[src/design/scratch_pkg.sv]
/*
 * constants, crc helper and state type for the scratchpad command slave.
 * assumes nothing; used by name only, never imported.
 */
package scratch_pkg;
    localparam logic [7:0] CMD_ERASE = 8'hc3;
    localparam logic [7:0] CMD_READ = 8'haa;
    localparam logic [7:0] CMD_WRITE = 8'h0f;
    localparam logic [7:0] FILL_BYTE = 8'hff;
    localparam logic [15:0] ADDR_MAX = 16'h01ff;
    localparam int PAD_BYTES = 32;
    localparam logic [4:0] OFS_LAST = 5'h1f;
    localparam int HDR_BYTES = 3;
    localparam int ES_PF_BIT = 7;
    localparam logic [15:0] CRC_POLY_R = 16'ha001;
    localparam logic [15:0] CRC_INIT = 16'h0000;
    localparam int CRC_BITS = 16;
    localparam int CLK_NS = 50;
    localparam int ERASE_NS = 32000;
    // least time: round up
    localparam int ERASE_CYC = (ERASE_NS + CLK_NS - 1) / CLK_NS;
    localparam int FIFO_DEPTH = 8;
    // arbitrary neutral family code
    localparam logic [7:0] FAMILY_DEF = 8'h5a;

    typedef enum logic [2:0] {S_CMD, S_ADDR, S_WDATA, S_READ, S_FILL, S_DONE, S_IDLE} state_e;

    function automatic logic [15:0] crc_byte(input logic [15:0] c, input logic [7:0] b);
        logic [15:0] r;
        r = c;
        for (int i = 0; i < 8; i++)
        begin
            r = (r[0] ^ b[i]) ? ((r >> 1) ^ CRC_POLY_R) : (r >> 1);
        end
        return r;
    endfunction
endpackage

[src/design/scratchpad_command_slave.sv]
/*
 * scratchpad command slave: erase, read and write of a 32-byte scratchpad
 * behind a single-wire bus, plus the byte fifo in the write data path.
 * assumes a bus front end on MCLK that delivers master write bits, read
 * slot strobes and a pulse per bus reset; slot timing lives there.
 */
//
// Contract
// - the erase code clears the concealment flag and is followed by a two-byte address and no data.
// - erase fills every scratchpad byte with ones whatever address was given.
// - during the erase fill, lasting about 32 us, every read slot returns one.
// - after the fill the device returns alternating zeros and ones, and the master reads at least eight.
// - the completion pattern gathered into bytes reads as 0xaa.
// - read returns both address bytes, the ending offset and status byte, then data from the start offset.
// - after the last scratchpad byte read returns the inverted crc and then ones.
// - write needs concealment clear and an address up to 01ff, then address and data follow the code.
// - write data is stored from the start offset and the last offset written becomes the end offset.
// - only whole bytes are kept; a cut final byte is dropped and sets the partial-byte flag.
// - write crc16 starts cleared and takes the code, both address bytes and every data byte.
// - the master may stop a write at any time, and with end offset 31 sixteen read slots return the crc.
// - identification begins with an 8-bit family code byte.
`timescale 1ns/1ps
`default_nettype none

module byte_fifo #(
    parameter int WIDTH = 13,
    parameter int DEPTH = 8
) (
    input wire logic clk,                 // clock
    input wire logic rst,                 // async reset
    input wire logic in_valid,            // push request
    output logic in_ready,                // not full
    input wire logic [WIDTH-1:0] in_data, // pushed word
    output logic out_valid,               // not empty
    input wire logic out_ready,           // pop request
    output logic [WIDTH-1:0] out_data     // head word
);
    localparam int AW = $clog2(DEPTH);
    logic [WIDTH-1:0] mem [DEPTH];
    logic [AW-1:0] wp_q;
    logic [AW-1:0] rp_q;
    logic [AW:0] cnt_q;
    logic push;
    logic pop;

    assign in_ready = (cnt_q != (AW+1)'(DEPTH));
    assign out_valid = (cnt_q != '0);
    assign out_data = mem[rp_q];
    assign push = in_valid && in_ready;
    assign pop = out_valid && out_ready;

    always_ff @(posedge clk)
    begin
        if (push)
            mem[wp_q] <= in_data;
    end

    always_ff @(posedge clk or posedge rst)
    begin
        if (rst)
        begin
            wp_q <= '0;
            rp_q <= '0;
            cnt_q <= '0;
        end
        else
        begin
            if (push)
                wp_q <= (wp_q == AW'(DEPTH - 1)) ? '0 : wp_q + 1'b1;
            if (pop)
                rp_q <= (rp_q == AW'(DEPTH - 1)) ? '0 : rp_q + 1'b1;
            cnt_q <= cnt_q + (AW+1)'(push) - (AW+1)'(pop);
        end
    end
endmodule

////////////////////////////////////////////////////////////////////////////////

module scratchpad_command_slave #(
    parameter int ERASE_CYC = scratch_pkg::ERASE_CYC,
    parameter logic [7:0] FAMILY = scratch_pkg::FAMILY_DEF
) (
    input wire logic MCLK,               // 20 mhz clock
    input wire logic RESET,              // async reset, high
    input wire logic BUS_RESET,          // pulse: bus reset, new command
    input wire logic RX_VALID,           // master write slot bit valid
    input wire logic RX_BIT,             // master write slot bit, lsb first
    output logic RX_READY,               // low stalls write bits
    input wire logic RD_SLOT,            // pulse: master read slot
    output logic TX_BIT,                 // read slot answer
    input wire logic MEM_HOLD,           // stalls fifo writes to the scratchpad
    input wire logic SET_CONCEAL,        // pulse: set concealment
    output logic CONCEALED,              // concealment flag
    output logic PARTIAL,                // partial-byte flag
    output logic [4:0] END_OFFSET,       // ending byte offset
    output logic [7:0] FAMILY_CODE       // family code byte
);
    scratch_pkg::state_e st_q;
    logic [7:0] mem [scratch_pkg::PAD_BYTES];
    logic [7:0] rx_sr_q, cmd_q;
    logic [2:0] rx_cnt_q, tx_cnt_q;
    logic addr_hi_q, wfull_q, alt_q, conceal_q, pf_q;
    logic [15:0] ta_q, crc_q;
    logic [4:0] wofs_q, end_q;
    logic [5:0] rd_idx_q;
    logic [4:0] wcrc_q;
    logic [15:0] fill_cnt_q;
    logic [7:0] fam_q;
    logic bit_take, byte_take, rd_data_slot;
    logic [7:0] byte_val, rd_byte;
    logic [5:0] ndata, crc_idx;
    logic fin_rdy, fout_val, fout_rdy;
    logic [12:0] fout;

    assign bit_take = RX_VALID && RX_READY;
    assign byte_take = bit_take && (rx_cnt_q == 3'h7);
    assign byte_val = {RX_BIT, rx_sr_q[7:1]};
    assign RX_READY = (st_q == scratch_pkg::S_WDATA) ? fin_rdy : 1'b1;
    assign ndata = 6'(scratch_pkg::PAD_BYTES) - {1'b0, ta_q[4:0]};
    assign crc_idx = 6'(scratch_pkg::HDR_BYTES) + ndata;
    assign rd_data_slot = RD_SLOT && (tx_cnt_q == 3'h7) && (rd_idx_q < crc_idx);
    assign CONCEALED = conceal_q;
    assign PARTIAL = pf_q;
    assign END_OFFSET = end_q;
    assign FAMILY_CODE = fam_q;

    // read stream byte select
    always_comb
    begin
        rd_byte = 8'hff;
        if (rd_idx_q == 6'h0)
            rd_byte = ta_q[7:0];
        else if (rd_idx_q == 6'h1)
            rd_byte = ta_q[15:8];
        else if (rd_idx_q == 6'h2)
            rd_byte = {pf_q, 2'h0, end_q};
        else if (rd_idx_q < crc_idx)
            rd_byte = mem[5'(ta_q[4:0] + 5'(rd_idx_q - 6'(scratch_pkg::HDR_BYTES)))];
        else if (rd_idx_q == crc_idx)
            rd_byte = ~crc_q[7:0];
        else if (rd_idx_q == crc_idx + 6'h1)
            rd_byte = ~crc_q[15:8];
    end

    ////////////////////////////////////////////////////////////////////////////////
    // command sequencing

    always_ff @(posedge MCLK or posedge RESET)
    begin
        if (RESET)
        begin
            st_q <= scratch_pkg::S_IDLE;
            cmd_q <= 8'h00;
            addr_hi_q <= 1'b0;
            ta_q <= 16'h0000;
            fill_cnt_q <= 16'h0000;
        end
        else if (BUS_RESET)
        begin
            st_q <= scratch_pkg::S_CMD;
            addr_hi_q <= 1'b0;
        end
        else
        begin
            unique case (st_q)
                scratch_pkg::S_CMD:
                    if (byte_take)
                    begin
                        cmd_q <= byte_val;
                        if (byte_val == scratch_pkg::CMD_ERASE || byte_val == scratch_pkg::CMD_WRITE)
                            st_q <= scratch_pkg::S_ADDR;
                        else if (byte_val == scratch_pkg::CMD_READ && !conceal_q)
                            st_q <= scratch_pkg::S_READ;
                        else
                            st_q <= scratch_pkg::S_IDLE;
                    end
                scratch_pkg::S_ADDR:
                    if (byte_take)
                    begin
                        addr_hi_q <= 1'b1;
                        if (!addr_hi_q && cmd_q == scratch_pkg::CMD_WRITE)
                            ta_q[7:0] <= byte_val;
                        if (addr_hi_q && cmd_q == scratch_pkg::CMD_ERASE)
                        begin
                            st_q <= scratch_pkg::S_FILL;
                            fill_cnt_q <= 16'h0000;
                        end
                        else if (addr_hi_q)
                        begin
                            ta_q[15:8] <= byte_val;
                            if (!conceal_q && {byte_val, ta_q[7:0]} <= scratch_pkg::ADDR_MAX)
                                st_q <= scratch_pkg::S_WDATA;
                            else
                                st_q <= scratch_pkg::S_IDLE;
                        end
                    end
                scratch_pkg::S_FILL:
                    if (fill_cnt_q == 16'(ERASE_CYC - 1))
                        st_q <= scratch_pkg::S_DONE;
                    else
                        fill_cnt_q <= fill_cnt_q + 16'h1;
                scratch_pkg::S_WDATA, scratch_pkg::S_READ, scratch_pkg::S_DONE, scratch_pkg::S_IDLE:
                    st_q <= st_q;
            endcase
        end
    end

    always_ff @(posedge MCLK or posedge RESET)
    begin
        if (RESET)
        begin
            rx_sr_q <= 8'h00;
            rx_cnt_q <= 3'h0;
        end
        else if (BUS_RESET)
            rx_cnt_q <= 3'h0;
        else if (bit_take)
        begin
            rx_sr_q <= byte_val;
            rx_cnt_q <= rx_cnt_q + 3'h1;
        end
    end

    // concealment: erase clearing wins over a same-cycle set
    always_ff @(posedge MCLK or posedge RESET)
    begin
        if (RESET)
            conceal_q <= 1'b0;
        else if (st_q == scratch_pkg::S_CMD && byte_take && byte_val == scratch_pkg::CMD_ERASE && !BUS_RESET)
            conceal_q <= 1'b0;
        else if (SET_CONCEAL)
            conceal_q <= 1'b1;
    end

    ////////////////////////////////////////////////////////////////////////////////
    // write offsets, partial flag, crc

    always_ff @(posedge MCLK or posedge RESET)
    begin
        if (RESET)
        begin
            wofs_q <= 5'h00;
            wfull_q <= 1'b0;
            end_q <= 5'h00;
            pf_q <= 1'b0;
        end
        else if (BUS_RESET)
        begin
            if (st_q == scratch_pkg::S_WDATA && rx_cnt_q != 3'h0)
                pf_q <= 1'b1;
        end
        else if (st_q == scratch_pkg::S_ADDR && byte_take && addr_hi_q && cmd_q == scratch_pkg::CMD_WRITE)
        begin
            wofs_q <= ta_q[4:0];
            wfull_q <= 1'b0;
            pf_q <= 1'b0;
        end
        else if (st_q == scratch_pkg::S_WDATA && byte_take && !wfull_q)
        begin
            end_q <= wofs_q;
            if (wofs_q == scratch_pkg::OFS_LAST)
                wfull_q <= 1'b1;
            else
                wofs_q <= wofs_q + 5'h1;
        end
    end

    always_ff @(posedge MCLK or posedge RESET)
    begin
        if (RESET)
            crc_q <= scratch_pkg::CRC_INIT;
        else if (BUS_RESET)
            crc_q <= crc_q;
        else if (st_q == scratch_pkg::S_CMD && byte_take)
            crc_q <= scratch_pkg::crc_byte(scratch_pkg::CRC_INIT, byte_val);
        else if ((st_q == scratch_pkg::S_ADDR || st_q == scratch_pkg::S_WDATA) && byte_take)
            crc_q <= scratch_pkg::crc_byte(crc_q, byte_val);
        else if (st_q == scratch_pkg::S_READ && rd_data_slot)
            crc_q <= scratch_pkg::crc_byte(crc_q, rd_byte);
    end

    ////////////////////////////////////////////////////////////////////////////////
    // scratchpad storage; fill has priority, the fifo waits

    byte_fifo #(
        .WIDTH(13),
        .DEPTH(scratch_pkg::FIFO_DEPTH)
    ) u_wfifo (
        .clk(MCLK),
        .rst(RESET),
        .in_valid(st_q == scratch_pkg::S_WDATA && byte_take && !wfull_q && !BUS_RESET),
        .in_ready(fin_rdy),
        .in_data({wofs_q, byte_val}),
        .out_valid(fout_val),
        .out_ready(fout_rdy),
        .out_data(fout)
    );
    assign fout_rdy = !MEM_HOLD && (st_q != scratch_pkg::S_FILL);

    always_ff @(posedge MCLK)
    begin
        if (st_q == scratch_pkg::S_FILL && fill_cnt_q < 16'(scratch_pkg::PAD_BYTES))
            mem[fill_cnt_q[4:0]] <= scratch_pkg::FILL_BYTE;
        else if (fout_val && fout_rdy)
            mem[fout[12:8]] <= fout[7:0];
    end

    ////////////////////////////////////////////////////////////////////////////////
    // read slot answers

    always_ff @(posedge MCLK or posedge RESET)
    begin
        if (RESET)
        begin
            TX_BIT <= 1'b1;
            tx_cnt_q <= 3'h0;
            rd_idx_q <= 6'h00;
            wcrc_q <= 5'h00;
            alt_q <= 1'b0;
        end
        else if (BUS_RESET)
        begin
            tx_cnt_q <= 3'h0;
            rd_idx_q <= 6'h00;
            wcrc_q <= 5'h00;
            alt_q <= 1'b0;
        end
        else if (RD_SLOT)
        begin
            unique case (st_q)
                scratch_pkg::S_DONE:
                begin
                    TX_BIT <= alt_q;
                    alt_q <= !alt_q;
                end
                scratch_pkg::S_READ:
                begin
                    TX_BIT <= rd_byte[tx_cnt_q];
                    tx_cnt_q <= tx_cnt_q + 3'h1;
                    if (tx_cnt_q == 3'h7 && rd_idx_q != 6'h3f)
                        rd_idx_q <= rd_idx_q + 6'h1;
                end
                scratch_pkg::S_WDATA:
                begin
                    if (end_q == scratch_pkg::OFS_LAST && wcrc_q < 5'(scratch_pkg::CRC_BITS))
                    begin
                        TX_BIT <= crc_q[wcrc_q[3:0]];
                        wcrc_q <= wcrc_q + 5'h1;
                    end
                    else
                        TX_BIT <= 1'b1;
                end
                scratch_pkg::S_CMD, scratch_pkg::S_ADDR, scratch_pkg::S_FILL, scratch_pkg::S_IDLE:
                    TX_BIT <= 1'b1;
            endcase
        end
    end

    always_ff @(posedge MCLK or posedge RESET)
    begin
        if (RESET)
            fam_q <= 8'h00;
        else
            fam_q <= FAMILY;
    end

    ////////////////////////////////////////////////////////////////////////////////
    // checks

    a_erase_clears_flag: assert property (@(posedge MCLK) disable iff (RESET)
        (st_q == scratch_pkg::S_CMD && byte_take && byte_val == scratch_pkg::CMD_ERASE && !BUS_RESET)
        |=> !conceal_q ##0 st_q == scratch_pkg::S_ADDR)
        else $error("erase did not clear concealment");

    a_fill_reads_ones: assert property (@(posedge MCLK) disable iff (RESET)
        (st_q == scratch_pkg::S_FILL && RD_SLOT && !BUS_RESET) |=> TX_BIT)
        else $error("read slot during fill not one");

    a_fill_length: assert property (@(posedge MCLK) disable iff (RESET)
        $fell(st_q == scratch_pkg::S_FILL) && !$past(BUS_RESET) |-> $past(fill_cnt_q) == 16'(ERASE_CYC - 1))
        else $error("fill length wrong");

    a_done_alternates: assert property (@(posedge MCLK) disable iff (RESET)
        (st_q == scratch_pkg::S_DONE && RD_SLOT && !BUS_RESET) ##1
        (st_q == scratch_pkg::S_DONE && RD_SLOT && !BUS_RESET) |=> TX_BIT != $past(TX_BIT))
        else $error("completion bits do not alternate");

    a_done_first_zero: assert property (@(posedge MCLK) disable iff (RESET)
        (st_q == scratch_pkg::S_DONE && RD_SLOT && !BUS_RESET && !alt_q) |=> !TX_BIT)
        else $error("completion byte phase wrong");

    a_write_gate: assert property (@(posedge MCLK) disable iff (RESET)
        (st_q == scratch_pkg::S_ADDR && byte_take && addr_hi_q && cmd_q == scratch_pkg::CMD_WRITE
         && !BUS_RESET && conceal_q) |=> st_q == scratch_pkg::S_IDLE)
        else $error("write accepted while concealed");

    a_end_tracks: assert property (@(posedge MCLK) disable iff (RESET)
        (st_q == scratch_pkg::S_WDATA && byte_take && !wfull_q && !BUS_RESET) |=> END_OFFSET == $past(wofs_q))
        else $error("end offset not updated");

    a_partial_cut: assert property (@(posedge MCLK) disable iff (RESET)
        (BUS_RESET && st_q == scratch_pkg::S_WDATA && rx_cnt_q != 3'h0) |=> PARTIAL ##1 PARTIAL || BUS_RESET)
        else $error("partial byte not flagged");

    a_write_crc_out: assert property (@(posedge MCLK) disable iff (RESET)
        (st_q == scratch_pkg::S_WDATA && RD_SLOT && !BUS_RESET && end_q == scratch_pkg::OFS_LAST && wcrc_q < 5'h10)
        |=> TX_BIT == $past(crc_q[wcrc_q[3:0]]))
        else $error("write crc bit wrong");

    a_read_header: assert property (@(posedge MCLK) disable iff (RESET)
        (st_q == scratch_pkg::S_READ && RD_SLOT && !BUS_RESET && rd_idx_q == 6'h0) |=> TX_BIT == $past(ta_q[tx_cnt_q]))
        else $error("address byte not sent first");

    a_tail_ones: assert property (@(posedge MCLK) disable iff (RESET)
        (st_q == scratch_pkg::S_READ && RD_SLOT && !BUS_RESET && rd_idx_q > crc_idx + 6'h1) |=> TX_BIT)
        else $error("bits after crc not one");

    // a bit offered while the fifo is full must not advance the bit counter
    a_rx_stall: assert property (@(posedge MCLK) disable iff (RESET)
        (st_q == scratch_pkg::S_WDATA && RX_VALID && !fin_rdy && !BUS_RESET) |=> rx_cnt_q == $past(rx_cnt_q))
        else $error("bit taken while fifo full");

    a_family: assert property (@(posedge MCLK) disable iff (RESET)
        !$past(RESET) |-> FAMILY_CODE == FAMILY)
        else $error("family code wrong");
endmodule

`default_nettype wire

[config.mk]
export PLATFORM = sky130hd
export DESIGN_NAME = scratchpad_command_slave
export DESIGN_NICKNAME = d
export VERILOG_FILES = /design/src/design/scratch_pkg.sv /design/src/design/scratchpad_command_slave.sv
export SDC_FILE = /design/constraint.sdc
export NUM_CORES = 1
export LEC_CHECK = 0
export BUFFER_PORTS_ARGS = -buffer_cell sky130_fd_sc_hd__buf_2
export CAP_MARGIN = 20
export CORE_UTILIZATION = 55
export DETAILED_ROUTE_END_ITERATION = 10
export PLACE_DENSITY = 0.71
export RECOVER_POWER = 25
export SYNTH_ARGS = -nofsm -noshare
export SYNTH_HDL_FRONTEND = slang
export SYNTH_SLANG_ARGS = --single-unit
[constraint.sdc]
create_clock -name MCLK -period 14.3 [get_ports MCLK]
set_input_delay 0 -clock MCLK [delete_from_list [all_inputs] [get_ports MCLK]]
set_output_delay 0 -clock MCLK [all_outputs]
set_load 0.02 [all_outputs]
# Word level (Yosys, flattened, before mapping)
# Memories as Yosys holds them, arrays and structs flattened.
# Index checks and enable logic that the tools add are counted.
# word_totals
regBits	111
ramBits	360
input_bits	8
output_inout_bits	17
elab_cells	300
memories	2
# mem_list
name	words	width	read_ports	rd_ports_with_merged_regs	wr	line_no	rtl
mem	32	8	1	0	1	scratchpad_command_slave.sv:99	logic [7:0] mem [scratch_pkg::PAD_BYTES];
u_wfifo.mem	8	13	1	0	1	scratchpad_command_slave.sv:39	logic [WIDTH-1:0] mem [DEPTH];
# op_classes
n_addsub	15
magnitude_cmp	6
eq_ne	35
muxes	96
n_bitwise	50
reduce_logical	73
# op_table
operator	n
$mux 16	30
$not 2->3	22
$mux 8	7
$mux 3	16
$mux 5	8
$pmux 16 s2	1
$reduce_bool 2->1	14
$logic_and 1x1->1	26
$mux 1	26
$eq 8x8->1 const B	3
$mux 6	4
$xor 1x1->1	23
$eq 3x3->1 const B	7
$reduce_and 3->1	6
$add 16x1->16 const B	1
$eq 16x10->1 const B	1
$eq 8x4->1 const B	2
$le 16x9->1 const B	1
$lt 16x6->1 const B	1
$not 8->8	2
$reduce_and 5->1	3
$reduce_and 2->1	7
$add 3x1->3 const B	4
$add 6x1->6 const B	2
other kinds (36)	58

# Logic depth before layout (Yosys ltp)
# logic_depth
ltp_word	29
mapped_depth	20
depth_no_buf	18

# Modules after synthesis
# A second synthesis with hierarchy kept.
# hier_totals
cells_unflattened	1430
area_unflattened_um2	21594.5
# by_module_without_submodules
mod	n_inst	cells_per_inst	area_each_um2	seq_area_each_um2
scratchpad_command_slave	1	1222	16973.8	10193.5
byte_fifo	1	208	4620.7	3373.2

# Worst setup path before layout
# OpenSTA, ideal clock, no wires.
# synth_timing
path_kind	register to register
startpoint	register ta_q[0]
endpoint	register crc_q[15]
setup_time_ns	0.122
arrival_time_ns	4.471
t_required_ns	14.178
slack_ns	9.707
path_stages_with_launch	20
n_path_buf	2
synth_period_minus_slack_ns	4.593
path_cell_list	dfrtp_1 -> inv_1 -> ha_1 -> inv_1 -> ha_1 -> inv_1 -> fa_1 -> buf_2 -> buf_1 -> mux4_2 -> mux4_2 -> nor3_1 -> nor2_1 -> a21oi_2 -> xor2_1 -> or4_1 -> a41o_1 -> a31o_1 -> a21oi_1 -> o21ai_1
# synth_between
elab_chain_len	29
elab_cells_between_ends	37
classes_between	add/sub: 4; order compare: 1; eq/ne: 2; mux: 17; bitwise: 8; reduce/logical: 4; memory: 1
# synth_rtl
element	line_no	rtl
start: declaration	scratchpad_command_slave.sv:103	logic [15:0] ta_q, crc_q;
start signal: assignment	scratchpad_command_slave.sv:182	ta_q[7:0] <= byte_val;
$sub 6x5->6	scratchpad_command_slave.sv:119	assign ndata = 6'(scratch_pkg::PAD_BYTES) - {1'b0, ta_q[4:0]};
$add 2x6->6	scratchpad_command_slave.sv:120	assign crc_idx = 6'(scratch_pkg::HDR_BYTES) + ndata;
$add 6x1->6	scratchpad_command_slave.sv:141	else if (rd_idx_q == crc_idx + 6'h1)
$eq 6x6->1	scratchpad_command_slave.sv:141	
$mux 8	scratchpad_command_slave.sv:141	
$mux 8	scratchpad_command_slave.sv:139	else if (rd_idx_q == crc_idx)
$mux 8	scratchpad_command_slave.sv:137	else if (rd_idx_q < crc_idx)
$mux 8	scratchpad_command_slave.sv:135	else if (rd_idx_q == 6'h2)
[13 not listed]	--	
$mux 16	scratch_pkg.sv:33	r = (r[0] ^ b[i]) ? ((r >> 1) ^ CRC_POLY_R) : (r >> 1);
$xor 1x1->1	scratch_pkg.sv:33	
$mux 16	scratch_pkg.sv:33	
$xor 1x1->1	scratch_pkg.sv:33	
$mux 16	scratch_pkg.sv:33	
$mux 16	scratchpad_command_slave.sv:278	else if (st_q == scratch_pkg::S_READ && rd_data_slot)
$mux 16	scratchpad_command_slave.sv:276	else if ((st_q == scratch_pkg::S_ADDR || st_q == scratch_pkg::S_WDATA) && byte_take)
$mux 16	scratchpad_command_slave.sv:274	else if (st_q == scratch_pkg::S_CMD && byte_take)
end signal: assignment	scratchpad_command_slave.sv:275	crc_q <= scratch_pkg::crc_byte(scratch_pkg::CRC_INIT, byte_val);
end signal: assignment	scratchpad_command_slave.sv:277	crc_q <= scratch_pkg::crc_byte(crc_q, byte_val);
end signal: assignment	scratchpad_command_slave.sv:279	crc_q <= scratch_pkg::crc_byte(crc_q, rd_byte);
end: declaration	scratchpad_command_slave.sv:103	
# Parallel ways exist; a longest one is shown, timed or not. The select of a mux whose other input is x is not followed.
# A chain may end at the register's enable or synchronous reset.

# Final worst setup path
# layout_timing
startpoint	register ta_q[0]
endpoint	register crc_q[0]
# The elaborated chain is that of the path after synthesis.

==> metrics <==
post-route cell area=about 24000 um2; status=finished with violations; Vias=~13000; final worst path period need=~5.6 ns; num rows=72; synthesized flop and latch total=470; n_diodes=0; # H-tree levels=2; post-route setup TNS=0 ns; share of cells above drive strength 1=between 15 and 20%; mean post-synth cell area=around 15 um2; Hold WS=about 0.17 ns; CTS tree=built; Final Hold Viols=0; Setup Skew=around 0.024 ns; first-pass GRT wire length=just under 80 mm; pin count of the biggest net entering global routing=63; Most used DFF post-synth=edfxtp_1; Starting Density=a little under three fifths; Pwr Total=between 3 and 4 mW; Leak Pwr=around 8.5 nW; area delta synth->final=11.27%; Core Region=38650 um2; chip height=between 150 and 200 um; initial antenna violation count=0; Post-Route WL=50.52 mm; GPL Wtd Cong=between 0.9 and 1; Hold Crit Class=in2reg; Slew Viols, Final=about 110; placed inst area=roughly 22000 um2; nets@finish=approximately 1600; startpoint types=flop; Boundary Pins=25; critical path arrival=between 6 and 7 ns; mapped cell area=approximately 22000 um2; clock sinks=470; fin crit share=38.90%; PwrDens=around 140 nW/um2; final setup fails=0; Worst EP required=between 10 and 15 ns; Cells after Synth=1477; Max FO, Critical Path=56; number of CTS-inserted buffers=48; CTS Root Cell=clkbuf_16; sequential area share after synthesis=between 60% and 70%; maximum vdd drop=between 100 and 150 uV; Detailed Routing Iterations Pass 1=5; Post-DRT Antenna Nets=0; worst skew pair latency=~0.6 ns; critical path capture point type=flop; gr ovfl total=0; Unique masters post-synth=roughly 80; RSZ-0062 raised after global routing=false; Buffers on Ports=20; number of max-cap violations=2; die width=about 200 um; synth warn=0; DRC violations left=0; max frequency=between 0.15 and 0.2 GHz; routed length per instance=between 20 and 25 um; failing checks=max-capacitance violations, max-slew violations; area of the die=~40000 um2; slew margin rel.=-87.05%; CTS resizes=0; GRT Util Overall=a little over a quarter; Worst Max-Slew Pin Slew=roughly 2.8 ns; vias in the first global route=between 10000 and 15000; initial DRC count=1167; Worst Path Class, Setup=reg2reg; Synth async-reset ratio=about a quarter; Clock Pin Slew Worst Setup and Hold Paths=~0.06 ns; clock tree buffer depth=3; Post-synth EDFFs=360; fillers=around 2800; vias per cell=between 6 and 7; Final HPWL DP=roughly 32 mm
-- Yosys cell counts, types with 4 or more instances --
cell	instances	share of area, %
a22o_1	4	0.16
nor2_1	106	1.8
mux2_2	16	0.84
ha_1	52	3.0
and2_1	7	0.20
edfxtp_1	360	50
a21o_1	5	0.17
o21ai_0	74	1.7
dfrtp_1	107	12
o31ai_1	5	0.17
nor3_1	29	0.67
mux2i_1	32	1.5
buf_4	11	0.38
nor4_1	11	0.32
xnor2_1	47	1.9
a211oi_1	6	0.21
mux4_2	103	11
buf_2	6	0.14
nand3_1	51	1.2
nand4_1	13	0.38
nand2_1	142	2.5
nor3b_1	6	0.21
inv_1	43	0.75
buf_6	5	0.26
nand2b_1	9	0.26
or3_1	8	0.23
nor4b_1	5	0.20
xor2_1	24	0.98
buf_1	8	0.14
a21oi_1	48	1.1
clkbuf_1	39	0.68
o21a_1	5	0.17
a221oi_1	4	0.16
and3_1	10	0.29
-- per-stage QoR --
stage	utilization (%)	cells	setup WS (ns)
after floorplan	-	1480	9.707
after global placement	57.40	1970	8.882
after detailed placement	57.40	1970	8.790
after CTS	61.74	2063	8.787
after global routing	61.99	2070	8.457
final	61.99	2070	8.737
-- registers in the layout, summed over array words and instances (netlist names), 3 cells and up --
name           count
mem              256
u_wfifo.mem      104
crc_q             16
fill_cnt_q        16
ta_q              16
cmd_q              8
rx_sr_q            7
rd_idx_q           6
END_OFFSET         5
wcrc_q             5
wofs_q             5
u_wfifo.cnt_q      4
rx_cnt_q           3
st_q               3
tx_cnt_q           3
u_wfifo.rp_q       3
u_wfifo.wp_q       3
-- area by class of cell --
| class | instances | area (um2) | area share (%) |
|---|---|---|---|
| clock buffers | 60 | 1277 | 5.332 |
| clock inverters | 26 | 327.8 | 1.368 |
| inverters | 44 | 166.4 | 0.6946 |
| multi-input cells | 896 | 7536 | 31.45 |
| flip-flops and latches | 470 | 13570 | 56.63 |
| well taps | 518 | 648.1 | 2.705 |
| repair buffers | 56 | 434.2 | 1.812 |
-- cells by family after synthesis --
kind of cell / after synthesis / synth area share, %
other: 2 / 0.03488
XOR/XNOR: 78 / 3.516
flip-flops: 470 / 63.01
multiplexers: 151 / 13.10
AO/OA/AOI/OAI: 199 / 5.962
AND/OR/NAND/NOR: 409 / 8.734
adder cells (fa/ha/maj): 54 / 3.208
buffers and inverters: 114 / 2.441
-- path summary, 6_finish.rpt --
| kind | slack [ns] | cells after the start | end | from |
|---|---|---|---|---|
| setup / recovery | 8.74 | 19 | crc_q[0]$_DFFE_PP0P_ | ta_q[0]$_DFFE_PP0P_ |
| hold / removal | 0.17 | 3 | CONCEALED$_DFFE_PP0P_ | SET_CONCEAL |
| setup reg to reg | 8.74 | 19 | crc_q[0]$_DFFE_PP0P_ | ta_q[0]$_DFFE_PP0P_ |
| hold reg to reg | 0.49 | 2 | cmd_q[4]$_DFFE_PP0P_ | cmd_q[4]$_DFFE_PP0P_ |
| max in group asynchronous | 10.18 | 4 | ta_q[0]$_DFFE_PP0P_ | RESET |
| min in group asynchronous | 0.74 | 3 | PARTIAL$_DFFE_PP0P_ | RESET |
-- metal layers --
layer  share of wire [%]  GRT usage (%)
met4                 3.2          9.273
met1                  42          36.95
met2                  47          41.81
met5                   0              0
met3                 7.1          5.040
-- where the power goes --
part           switching (mW)  total [mW]  internal, mW
Combinational           0.280       0.457         0.177
Sequential             0.0690        1.69          1.63
Clock                   0.533        1.28         0.745
Total                   0.883        3.43          2.55
-- what timing repair did --
item	CTS	global route
hold buffers	7	0
setup buffers	0	0
hold endpoints to repair	96	0
-- cell usage in the layout, fill, tap and decap left out, types with 9 or more instances in the layout --
cell type,instances
ha_1,51
nand2b_1,9
a21oi_1,48
edfxtp_1,360
nor2_1,106
mux2_2,16
xnor2_1,47
mux4_2,103
dfrtp_1,106
mux2i_1,32
nand4_1,13
xor2_1,23
clkbuf_1,26
o21ai_0,74
nor3_1,27
nand3_1,51
nand2_1,142
and3_1,10
nor4_1,9
inv_1,42
buf_4,22
clkbuf_16,49
-- critical path, stage by stage (launching register included) --
cell and delay (ns):
dfrtp_1 0.46, inv_1 0.16, ha_1 0.24, inv_1 0.05, ha_1 0.15, inv_1 0.05, fa_2 0.51, buf_4 0.62
mux4_2 0.42, nand3_1 0.09, nand4_1 0.25, a21oi_1 0.22, a21oi_1 0.17, a41o_1 0.33, or3_1 0.43, and4_1 0.23
o41ai_2 0.51, a31o_1 0.22, a21oi_1 0.07, o22a_1 0.17
Note: power is estimated with default switching activity, not from simulation.
